--- src/asbs_map.vh ---
`ifndef ASBS_MAP_VH
`define ASBS_MAP_VH
// geometry
`define ASBS_ADDR_W 19
`define ASBS_DATA_W 24
`define ASBS_LANES 3
// clock period in ns (10 MHz)
`define ASBS_CLK_NS 100
// power-up wait before first access, microseconds
`define ASBS_T_POWER_US 100
// read cycle time, ns (recovery after retention)
`define ASBS_T_RC_NS 10
// output turn-off plus data setup, ps (write strobe low minimum)
`define ASBS_T_HZWE_PS 5000
`define ASBS_T_SD_PS 5500
// derived cycle counts (least times round up, at least one)
`define ASBS_POWER_CYC ((`ASBS_T_POWER_US * 1000 + `ASBS_CLK_NS - 1) / `ASBS_CLK_NS)
`define ASBS_RC_CYC (((`ASBS_T_RC_NS + `ASBS_CLK_NS - 1) / `ASBS_CLK_NS) + 0)
`define ASBS_WR_CYC ((`ASBS_T_HZWE_PS + `ASBS_T_SD_PS + `ASBS_CLK_NS * 1000 - 1) / (`ASBS_CLK_NS * 1000))
`endif

--- src/asbs_ctrl.v ---
`timescale 1ns/1ps
`default_nettype none
`include "asbs_map.vh"
module asbs_ctrl (
    // clock and reset
    input wire sys_clk_in,
    input wire sys_rst_in,
    // user request port
    input wire req_valid_in,
    input wire req_write_in,
    input wire [`ASBS_ADDR_W-1:0] req_addr_in,
    input wire [`ASBS_LANES-1:0] req_lanes_in,
    input wire [`ASBS_DATA_W-1:0] req_wdata_in,
    output wire req_ready_out,
    output reg rsp_valid_out,
    output reg [`ASBS_DATA_W-1:0] rsp_rdata_out,
    // power management
    input wire retention_req_in,
    output reg retention_ok_out,
    // memory pins
    output reg [`ASBS_ADDR_W-1:0] word_address_out,
    output reg low_lane_select_n_out,
    output reg mid_lane_select_n_out,
    output reg high_lane_select_n_out,
    output reg out_enable_n_out,
    output reg write_strobe_n_out,
    input wire [`ASBS_DATA_W-1:0] shared_data_bus_in,
    output reg [`ASBS_DATA_W-1:0] shared_data_bus_out,
    output reg [`ASBS_DATA_W-1:0] shared_data_bus_oe_n_out
);
    // states
    localparam [2:0] ST_PWR = 3'h0; // power-up wait
    localparam [2:0] ST_IDLE = 3'h1; // deselected standby
    localparam [2:0] ST_RD = 3'h2; // read, waiting for data
    localparam [2:0] ST_RDCAP = 3'h3; // capture read data
    localparam [2:0] ST_WR = 3'h4; // write strobe low
    localparam [2:0] ST_WREND = 3'h5; // write ended, strobe high, data and selects held
    localparam [2:0] ST_RET = 3'h6; // retention, all deselected
    localparam [2:0] ST_REC = 3'h7; // recovery wait
    localparam [31:0] POWER_W = `ASBS_POWER_CYC; // power-up wait, full width
    localparam [31:0] RC_W = `ASBS_RC_CYC; // recovery wait, full width
    localparam [31:0] WR_W = `ASBS_WR_CYC; // strobe low time, full width
    localparam [15:0] POWER_CNT = POWER_W[15:0];
    localparam [15:0] RC_CNT = (RC_W == 32'h00000000) ? 16'h0001 : RC_W[15:0];
    localparam [15:0] WR_CNT = (WR_W == 32'h00000000) ? 16'h0001 : WR_W[15:0];
    reg [2:0] state_q; // current state
    reg [2:0] state_d; // next state
    reg [15:0] wcnt_q; // cycles left in write strobe
    reg load_d; // timer load pulse
    reg [15:0] load_cnt_d; // timer load value
    reg [`ASBS_DATA_W-1:0] rd_s1_q; // bus sync stage 1
    reg [`ASBS_DATA_W-1:0] rd_s2_q; // bus sync stage 2
    reg started_q; // timer loaded after reset
    reg rsp_pend_q; // read data sits in sync stage 2 this cycle
    wire tmr_done; // wait elapsed
    wire [`ASBS_LANES-1:0] sel_n; // active-low lane selects
    // wait timer for power-up and recovery
    asbs_wait_timer u_tmr (
        .sys_clk_in(sys_clk_in),
        .sys_rst_in(sys_rst_in),
        .load_in(load_d),
        .count_in(load_cnt_d),
        .done_out(tmr_done)
    );
    assign sel_n = {high_lane_select_n_out, mid_lane_select_n_out, low_lane_select_n_out};
    // accept only in idle, never during retention or waits
    assign req_ready_out = (state_q == ST_IDLE) && !retention_req_in;
    // timer load decisions
    always @* begin
        load_d = 1'b0;
        load_cnt_d = POWER_CNT;
        if (!started_q) begin
            load_d = 1'b1;
        end else if (state_q == ST_RET && !retention_req_in) begin
            load_d = 1'b1;
            load_cnt_d = RC_CNT;
        end
    end
    // next state
    always @* begin
        state_d = state_q;
        case (state_q)
            ST_PWR: begin
                if (started_q && tmr_done) begin
                    state_d = ST_IDLE;
                end
            end
            ST_IDLE: begin
                if (retention_req_in) begin
                    state_d = ST_RET;
                end else if (req_valid_in) begin
                    state_d = req_write_in ? ST_WR : ST_RD;
                end
            end
            ST_RD: state_d = ST_RDCAP;
            ST_RDCAP: state_d = ST_IDLE;
            ST_WR: begin
                if (wcnt_q <= 16'h0001) begin
                    state_d = ST_WREND;
                end
            end
            ST_WREND: state_d = ST_IDLE;
            ST_RET: begin
                if (!retention_req_in) begin
                    state_d = ST_REC;
                end
            end
            ST_REC: begin
                if (tmr_done) begin
                    state_d = ST_IDLE;
                end
            end
            default: state_d = ST_PWR;
        endcase
    end
    // state, counters and read sync
    always @(posedge sys_clk_in or posedge sys_rst_in) begin
        if (sys_rst_in) begin
            state_q <= ST_PWR;
            started_q <= 1'b0;
            rsp_pend_q <= 1'b0;
            wcnt_q <= 16'h0000;
            rd_s1_q <= {`ASBS_DATA_W{1'b0}};
            rd_s2_q <= {`ASBS_DATA_W{1'b0}};
        end else begin
            state_q <= state_d;
            started_q <= 1'b1;
            rsp_pend_q <= (state_q == ST_RDCAP); // sync needs a cycle past capture
            rd_s1_q <= shared_data_bus_in; // two-stage pin sync
            rd_s2_q <= rd_s1_q;
            if (state_q == ST_IDLE && state_d == ST_WR) begin
                wcnt_q <= WR_CNT;
            end else if (wcnt_q != 16'h0000) begin
                wcnt_q <= wcnt_q - 16'h0001;
            end
        end
    end
    // pin drive and responses
    always @(posedge sys_clk_in or posedge sys_rst_in) begin
        if (sys_rst_in) begin
            word_address_out <= {`ASBS_ADDR_W{1'b0}};
            low_lane_select_n_out <= 1'b1;
            mid_lane_select_n_out <= 1'b1;
            high_lane_select_n_out <= 1'b1;
            out_enable_n_out <= 1'b1;
            write_strobe_n_out <= 1'b1;
            shared_data_bus_out <= {`ASBS_DATA_W{1'b0}};
            shared_data_bus_oe_n_out <= {`ASBS_DATA_W{1'b1}};
            rsp_valid_out <= 1'b0;
            rsp_rdata_out <= {`ASBS_DATA_W{1'b0}};
            retention_ok_out <= 1'b0;
        end else begin
            rsp_valid_out <= rsp_pend_q; // one-cycle pulse after capture
            if (rsp_pend_q) begin
                // stage 2 now holds the pins as seen while the read was open
                rsp_rdata_out <= rd_s2_q;
            end
            // ok only once every lane select reads back high
            retention_ok_out <= (state_d == ST_RET) && (state_q == ST_RET) && (&sel_n);
            case (state_d)
                ST_RD: begin
                    if (state_q == ST_IDLE) begin
                        // read: address and lanes together, bus released
                        word_address_out <= req_addr_in;
                        {high_lane_select_n_out, mid_lane_select_n_out,
                            low_lane_select_n_out} <= ~req_lanes_in;
                        out_enable_n_out <= 1'b0;
                        write_strobe_n_out <= 1'b1;
                        shared_data_bus_oe_n_out <= {`ASBS_DATA_W{1'b1}};
                    end
                end
                ST_RDCAP: begin
                    // hold selects one more cycle while sync settles
                end
                ST_WR: begin
                    if (state_q == ST_IDLE) begin
                        // write: output enable high, strobe low, data driven
                        word_address_out <= req_addr_in;
                        {high_lane_select_n_out, mid_lane_select_n_out,
                            low_lane_select_n_out} <= ~req_lanes_in;
                        out_enable_n_out <= 1'b1;
                        write_strobe_n_out <= 1'b0;
                        shared_data_bus_out <= req_wdata_in;
                        shared_data_bus_oe_n_out <= {`ASBS_DATA_W{1'b0}};
                    end
                end
                ST_WREND: begin
                    // strobe rises first, selects and data held to satisfy hold
                    write_strobe_n_out <= 1'b1;
                end
                default: begin
                    // idle, retention, waits: everything deselected, bus floated
                    low_lane_select_n_out <= 1'b1;
                    mid_lane_select_n_out <= 1'b1;
                    high_lane_select_n_out <= 1'b1;
                    out_enable_n_out <= 1'b1;
                    write_strobe_n_out <= 1'b1;
                    shared_data_bus_oe_n_out <= {`ASBS_DATA_W{1'b1}};
                end
            endcase
        end
    end
endmodule // asbs_ctrl
`default_nettype wire

--- src/asbs_wait_timer.v ---
`timescale 1ns/1ps
`default_nettype none
// down counter: load a count, done stays high while idle at zero
module asbs_wait_timer (
    // clock and reset
    input wire sys_clk_in,
    input wire sys_rst_in,
    // control
    input wire load_in,
    input wire [15:0] count_in,
    // status
    output wire done_out
);
    reg [15:0] cnt_q; // remaining cycles
    // count down after load
    always @(posedge sys_clk_in or posedge sys_rst_in) begin
        if (sys_rst_in) begin
            cnt_q <= 16'h0000;
        end else if (load_in) begin
            cnt_q <= count_in;
        end else if (cnt_q != 16'h0000) begin
            cnt_q <= cnt_q - 16'h0001;
        end
    end
    assign done_out = (cnt_q == 16'h0000) && !load_in;
endmodule // asbs_wait_timer
`default_nettype wire

--- config.mk ---
export PLATFORM = sky130hd
export DESIGN_NAME = asbs_ctrl
export DESIGN_NICKNAME = d
export VERILOG_FILES = /design/src/asbs_ctrl.v /design/src/asbs_wait_timer.v
export VERILOG_INCLUDE_DIRS = /design/src /design/src/src
export SDC_FILE = /design/constraint.sdc
export NUM_CORES = 1
export LEC_CHECK = 0
export BUFFER_PORTS_ARGS = -buffer_cell sky130_fd_sc_hd__buf_2
export CORE_MARGIN = 5
export CORE_UTILIZATION = 47
export CTS_CLUSTER_DIAMETER = 150
export DETAILED_ROUTE_END_ITERATION = 6
export HOLD_SLACK_MARGIN = 0.02
export PLACE_DENSITY = 0.72
export SLEW_MARGIN = 10
export SYNTH_ARGS = -nofsm -noshare
export SYNTH_HDL_FRONTEND = slang
export SYNTH_SLANG_ARGS = --single-unit
export TNS_END_PERCENT = 50
--- constraint.sdc ---
create_clock -name sys_clk_in -period 4.7 [get_ports sys_clk_in]
set_clock_uncertainty 0.05 [all_clocks]
set_input_delay 0.47 -clock sys_clk_in [delete_from_list [all_inputs] [get_ports sys_clk_in]]
set_output_delay 0.47 -clock sys_clk_in [all_outputs]
set_load 0.05 [all_outputs]
# ---- Word level (Yosys, flattened, before mapping)
# Index checks and enable logic that the tools add are counted.
dict set report word_totals {
  latchBits 0
  register_bits 183
  n_memories 0
  in_bits 75
  romBits 0
  ram_bits 0
}
dict set report op_classes {
  n_eq_ne 15
  n_div 0
  n_reduce_logical 24
  addsub 2
  bitwise 3
  muxes 29
  mul 0
  shift 0
  magnitude_cmp 1
}
# cell count
set op_table {}
lappend op_table {{case mux 24 bit (3 select lines)} 1}
lappend op_table {{two-way mux 16 bit} 4}
lappend op_table {{two-way mux 24 bit} 2}
lappend op_table {{nonzero test 16 bit} 2}
lappend op_table {{subtractor 16 x 1 -> 16 bit (second input constant)} 2}
lappend op_table {{equality test 3 bit (second input constant)} 7}
lappend op_table {{two-way mux 3 bit} 7}
lappend op_table {{case mux 3 bit (7 select lines)} 1}
lappend op_table {{two-way mux 10 bit} 2}
lappend op_table {{less-or-equal comparator 16 x 1 -> 1 bit (second input constant)} 1}
lappend op_table {{zero test 16 bit} 1}
lappend op_table {{equality test 3 x 2 -> 1 bit (second input constant)} 4}
lappend op_table {{AND reduction 3 bit} 3}
lappend op_table {{logical AND 1 bit} 7}
lappend op_table {{two-way mux 1 bit} 7}
lappend op_table {{case mux 1 bit (2 select lines)} 3}
lappend op_table {{case mux 1 bit (3 select lines)} 2}
lappend op_table {{AND reduction 2 bit} 3}
lappend op_table {{OR reduction 2 bit} 3}
lappend op_table {{inequality test 2 bit (second input constant)} 2}
lappend op_table {{nonzero test 2 bit} 2}
lappend op_table {{equality test 3 x 1 -> 1 bit (second input constant)} 1}
lappend op_table {{zero test 3 bit} 1}
lappend op_table {{NOT 3 bit} 1}
lappend op_table {{other kinds (3)} 5}

# ---- Depth between registers and ports, before layout
dict set report logic_depth {
  depth_word 13
  depth_mapped 7
  ltp_nobuf 7
}

# ---- Cells and area by module
# From an unflattened synthesis, not the netlist that was laid out.
dict set report hier_totals {
  hier_cells 542
  area_unflattened_um2 6429.9
}
# module cells_each seq_area_each_um2 n_inst area_per_inst_um2
set modules_own_cells {}
lappend modules_own_cells {asbs_ctrl 441 3611.0 1 5451.5}
lappend modules_own_cells {asbs_wait_timer 101 400.4 1 978.4}

# ---- Worst setup path after synthesis
# No wires, ideal clock.
dict set report synth_path {
  path_type {register -> output}
  start {register state_q[0]}
  end {output port req_ready_out}
  setup_slack_ns 2.875
  path_stages_with_launch 4
  t_arrival_ns 1.305
  path_buffers 0
  cell_sequence {dfrtp_1 > nor2b_1 > nand2b_1 > nor2_1}
}
dict set report synth_via {
  elab_chain_cells 2
}
# item line_no
set synth_lines {}
lappend synth_lines {{start: declaration} asbs_ctrl.v:46} ;# reg [2:0] state_q;
lappend synth_lines {{start signal: assignment} asbs_ctrl.v:126} ;# state_q <= state_d;
lappend synth_lines {{equality test 3 x 1 -> 1 bit} asbs_ctrl.v:67} ;# assign req_ready_out = (state_q == ST_IDLE) && !retention_req_in;
lappend synth_lines {{logical AND 1 bit} asbs_ctrl.v:67}
lappend synth_lines {{end: declaration} asbs_ctrl.v:14} ;# output wire req_ready_out,
# Every way passes these cells.

# ---- Worst setup path after layout
dict set report layout_path {
  start {register state_q[2]}
  end {register shared_data_bus_out[5]}
}
dict set report layout_via {
  elab_chain_cells 11
  elab_cells_between_ends 24
}
# item line_no
set layout_lines {}
lappend layout_lines {{equality test 3 bit} {asbs_ctrl.v:74, asbs_ctrl.v:82}}
lappend layout_lines {{logical AND 1 bit} asbs_ctrl.v:74} ;# end else if (state_q == ST_RET && !retention_req_in) begin
lappend layout_lines {{two-way mux 1 bit} asbs_ctrl.v:74}
lappend layout_lines {{two-way mux 1 bit} asbs_ctrl.v:72} ;# if (!started_q) begin
lappend layout_lines {{zero test 1 bit} asbs_wait_timer.v:25} ;# assign done_out = (cnt_q == 16'h0000) && !load_in;
lappend layout_lines {{logical AND 1 bit} asbs_wait_timer.v:25}
lappend layout_lines {{logical AND 1 bit} asbs_ctrl.v:84} ;# if (started_q && tmr_done) begin
lappend layout_lines {{two-way mux 3 bit} asbs_ctrl.v:84}
lappend layout_lines {{case mux 3 bit (7 select lines)} asbs_ctrl.v:82} ;# case (state_q)
lappend layout_lines {{equality test 3 bit} asbs_ctrl.v:160} ;# case (state_d)
lappend layout_lines {{AND reduction 2 bit (no source line) *} --}
lappend layout_lines {{end signal: assignment} asbs_ctrl.v:147} ;# shared_data_bus_out <= {`ASBS_DATA_W{1'b0}};
lappend layout_lines {{end signal: assignment} asbs_ctrl.v:183} ;# shared_data_bus_out <= req_wdata_in;
lappend layout_lines {{end: declaration} asbs_ctrl.v:28} ;# output reg [`ASBS_DATA_W-1:0] shared_data_bus_out,
# Mark *: on every way between the ends. The rest lies on a longest branch, timed or not.
# A chain may end at the register's enable or synchronous reset.

==> results.ini <==
[power]
switching_power_w=0.000636
power.leakage_nw=3.80
internal_power_w=0.00223
ir_drop_mv=0.230
p_clk_share_pct=47.3
power_density_mw_per_mm2=371
p_seq_share_pct=49.6
p_comb_share_pct=3.1
sw_frac_of_total_pct=22.2

[grt]
grt_pass1_vias=4311
grt_antenna_before_repair=0
grt_overflow=0
grt_pass1_wl_mm=21.0
grt_start_max_net_pins=113
track_usage_pct=16.3

[finish]
final_cell_mix=173 x buf_2, 154 x dfrtp_1, 89 x nand2_1
fill_cells=1084
insertedDiodeCount=0
final_util_pct=58.9
layout.nets=744
final_common_cell=buf_2
regArea_sq_mm=0.00401
layout-drive-gt1-share_pct=38.8
stdcell_count=853
multi_input_area_sq_mm=0.00198
area_growth_pct=23.5

[clock_network]
tritoncts.num_buffers=17
cts_tree=yes
cts_sinks=160
path_clk_slew_ns=0.06
insertion_delay_ns=0.42
post_cts_resize_count=0
clock-root-buffer=clkbuf_16
cts_setup_buffers=0
htreeDepth=4
clockBufferDepth=2
cts_hold_buf=0

[logic_synthesis]
synth_warnings=0
ys_ff_latch=160
synth_edf_count=0
netlist_area_sq_mm=0.00626
ys_seq_area_share_pct=64.0
syn_nets=590
ys.flop_type=dfrtp_1
synthArstFlopShare_pct=100
synth_cell_types=48
syn-mean-instance-area_sq_um=12.3
syn_inst=510

[sta]
slew_headroom_pct=29.9
finalSetupViolCount=0
fin_setup_tns_ns=0
finalHoldViolCount=0
grt_setup_unrepaired=false
timing.final.crit_period_ns=2.36
worst_slack_ns=2.34
maxSlewViolCount=0
worst_pin_slew_ns=1.05
clock.fmax_mhz=424
timing.final.crit_share_pct=50.2

[worst_setup_path]
cp_data_required_time_ns=4.96
slowest_stage=dfrtp_1
critical_path.max_fanout=25
path_delay_family=simple AND/OR/NAND/NOR gates
cp_common_cell=nand2_1
worstPathCellList=nor3b_1 > and2_1 > buf_4 > nand2_1 > nand2_1 > nand2_1
critPathKind=reg -> reg
arrival_ns=2.62
max_stage_delay_ns=0.54
worstSetupStartpointType=register
critical_path_buf_inv_count=1
end_kind=register

[die]
core_sq_mm=0.0131
io_pins=174
rows=42
start_util_pct=47.7
die_h_microns=125
dieArea_sq_mm=0.0157
die_x_microns=125

[outcome]
status=finished clean

[detailed_routing]
first_pass_iters=4
route.detailed.drc=0
first_iter_violations=243
wl_per_cell_microns=14.6
vias=4219
via_per_inst=4.95
drt_wl_total_mm=12.4
drtAntennaViolNets=0

[place]
place_congestion=0.783
dp_slack_ns=2.34
placed_cells=821
hpwl_mm=8.83
port_buffers=173

[job]
maxCapViolations=0

[worst_hold_path]
hp-class=in -> reg

per-stage QoR:
step | hold slack, ns | total power [W] | cell area, sq um
2_1_floorplan | 0.281 | 0.00149 | 6270
3_5_place_dp | 0.285 | 0.00154 | 7150
6_report | 0.102 | 0.00287 | 7730
4_1_cts | 0.0823 | 0.00290 | 7730
5_1_grt | 0.0768 | 0.00298 | 7730
3_3_place_gp | 0.282 | 0.00153 | 7150
registers in the layout, summed over array words and instances, names as in the netlist:
signal / flops
rd_s1_q: 24
rd_s2_q: 24
rsp_rdata_out: 24
shared_data_bus_out: 24
word_address_out: 19
u_tmr.cnt_q: 16
wcnt_q: 16
state_q: 3
high_lane_select_n_out: 1
low_lane_select_n_out: 1
mid_lane_select_n_out: 1
out_enable_n_out: 1
retention_ok_out: 1
rsp_pend_q: 1
rsp_valid_out: 1
shared_data_bus_oe_n_out: 1
started_q: 1
write_strobe_n_out: 1
area by class of cell:
type	instances	share of cell area, %
Tap cell	176	2.85
Clock inverter	14	2.04
Timing Repair Buffer	176	11.7
Sequential cell	160	51.9
Inverter	7	0.388
Clock buffer	18	5.55
Multi-Input combinational cell	302	25.6
power by group through the flow:
stage	Combinational, W	Clock [W]	Sequential [W]
after global routing	0.000104	0.00145	0.00143
after CTS	0.0000922	0.00138	0.00142
final	0.0000896	0.00136	0.00142
after detailed placement	0.0000914	0	0.00145
after global placement	0.0000881	0	0.00145
after floorplan	0.0000476	0	0.00144
cell families (layout without fill, tap and decap cells):
logic type | count (synthesis) | after routing | share of synthesized area, %
AND/OR/NAND/NOR | 191 | 191 | 15.4
adder cells (fa/ha/maj) | 5 | 5 | 0.999
XOR/XNOR | 28 | 28 | 3.92
multiplexers | 43 | 43 | 7.73
other | 1 | 1 | 0.0599
flip-flops | 160 | 160 | 64.0
AO/OA/AOI/OAI | 34 | 34 | 3.58
buffers and inverters | 48 | 215 | 4.29
path summary, 6_finish.rpt:
path,slack (ns),cells after the start,from,to
max,2.34,6,state_q[2],shared_data_bus_out[5]
min,0.10,1,shared_data_bus_in[14],rd_s1_q[14]
max reg2reg,2.34,6,state_q[2],shared_data_bus_out[5]
min reg2reg,0.29,0,rd_s1_q[15],rd_s2_q[15]
max in group asynchronous,3.32,3,sys_rst_in,rd_s2_q[22]
min in group asynchronous,0.23,2,sys_rst_in,rd_s2_q[9]
routing by layer:
metal,up-vias,share of wire (%),track usage [%]
met5,-,0,0
met1,2061,41,19.5
met2,126,53,28.4
met3,21,5.1,4.82
met4,0,1.6,5.36
li1,2011,-,-
synthesized netlist by cell type (all sizes together) (3+ instances only):
library cell  count  area (sq um)
dfrtp           154          3850
nand2            89           334
mux2             43           484
nor2             36           135
buf              26           186
xor2             21           184
clkbuf           15          56.3
nand4            13          81.3
o21ai            11          55.1
nor3              9          45.0
a21oi             7          38.8
inv               7          26.3
nor2b             7          43.8
nor4              7           110
xnor2             7          61.3
dfstp             6           158
and2              5          31.3
ha                5          62.6
nand3             5          25.0
nor3b             4          30.0
o211ai            4          30.0
nand4b            3          26.3
Power figures use the tool's default switching activity.
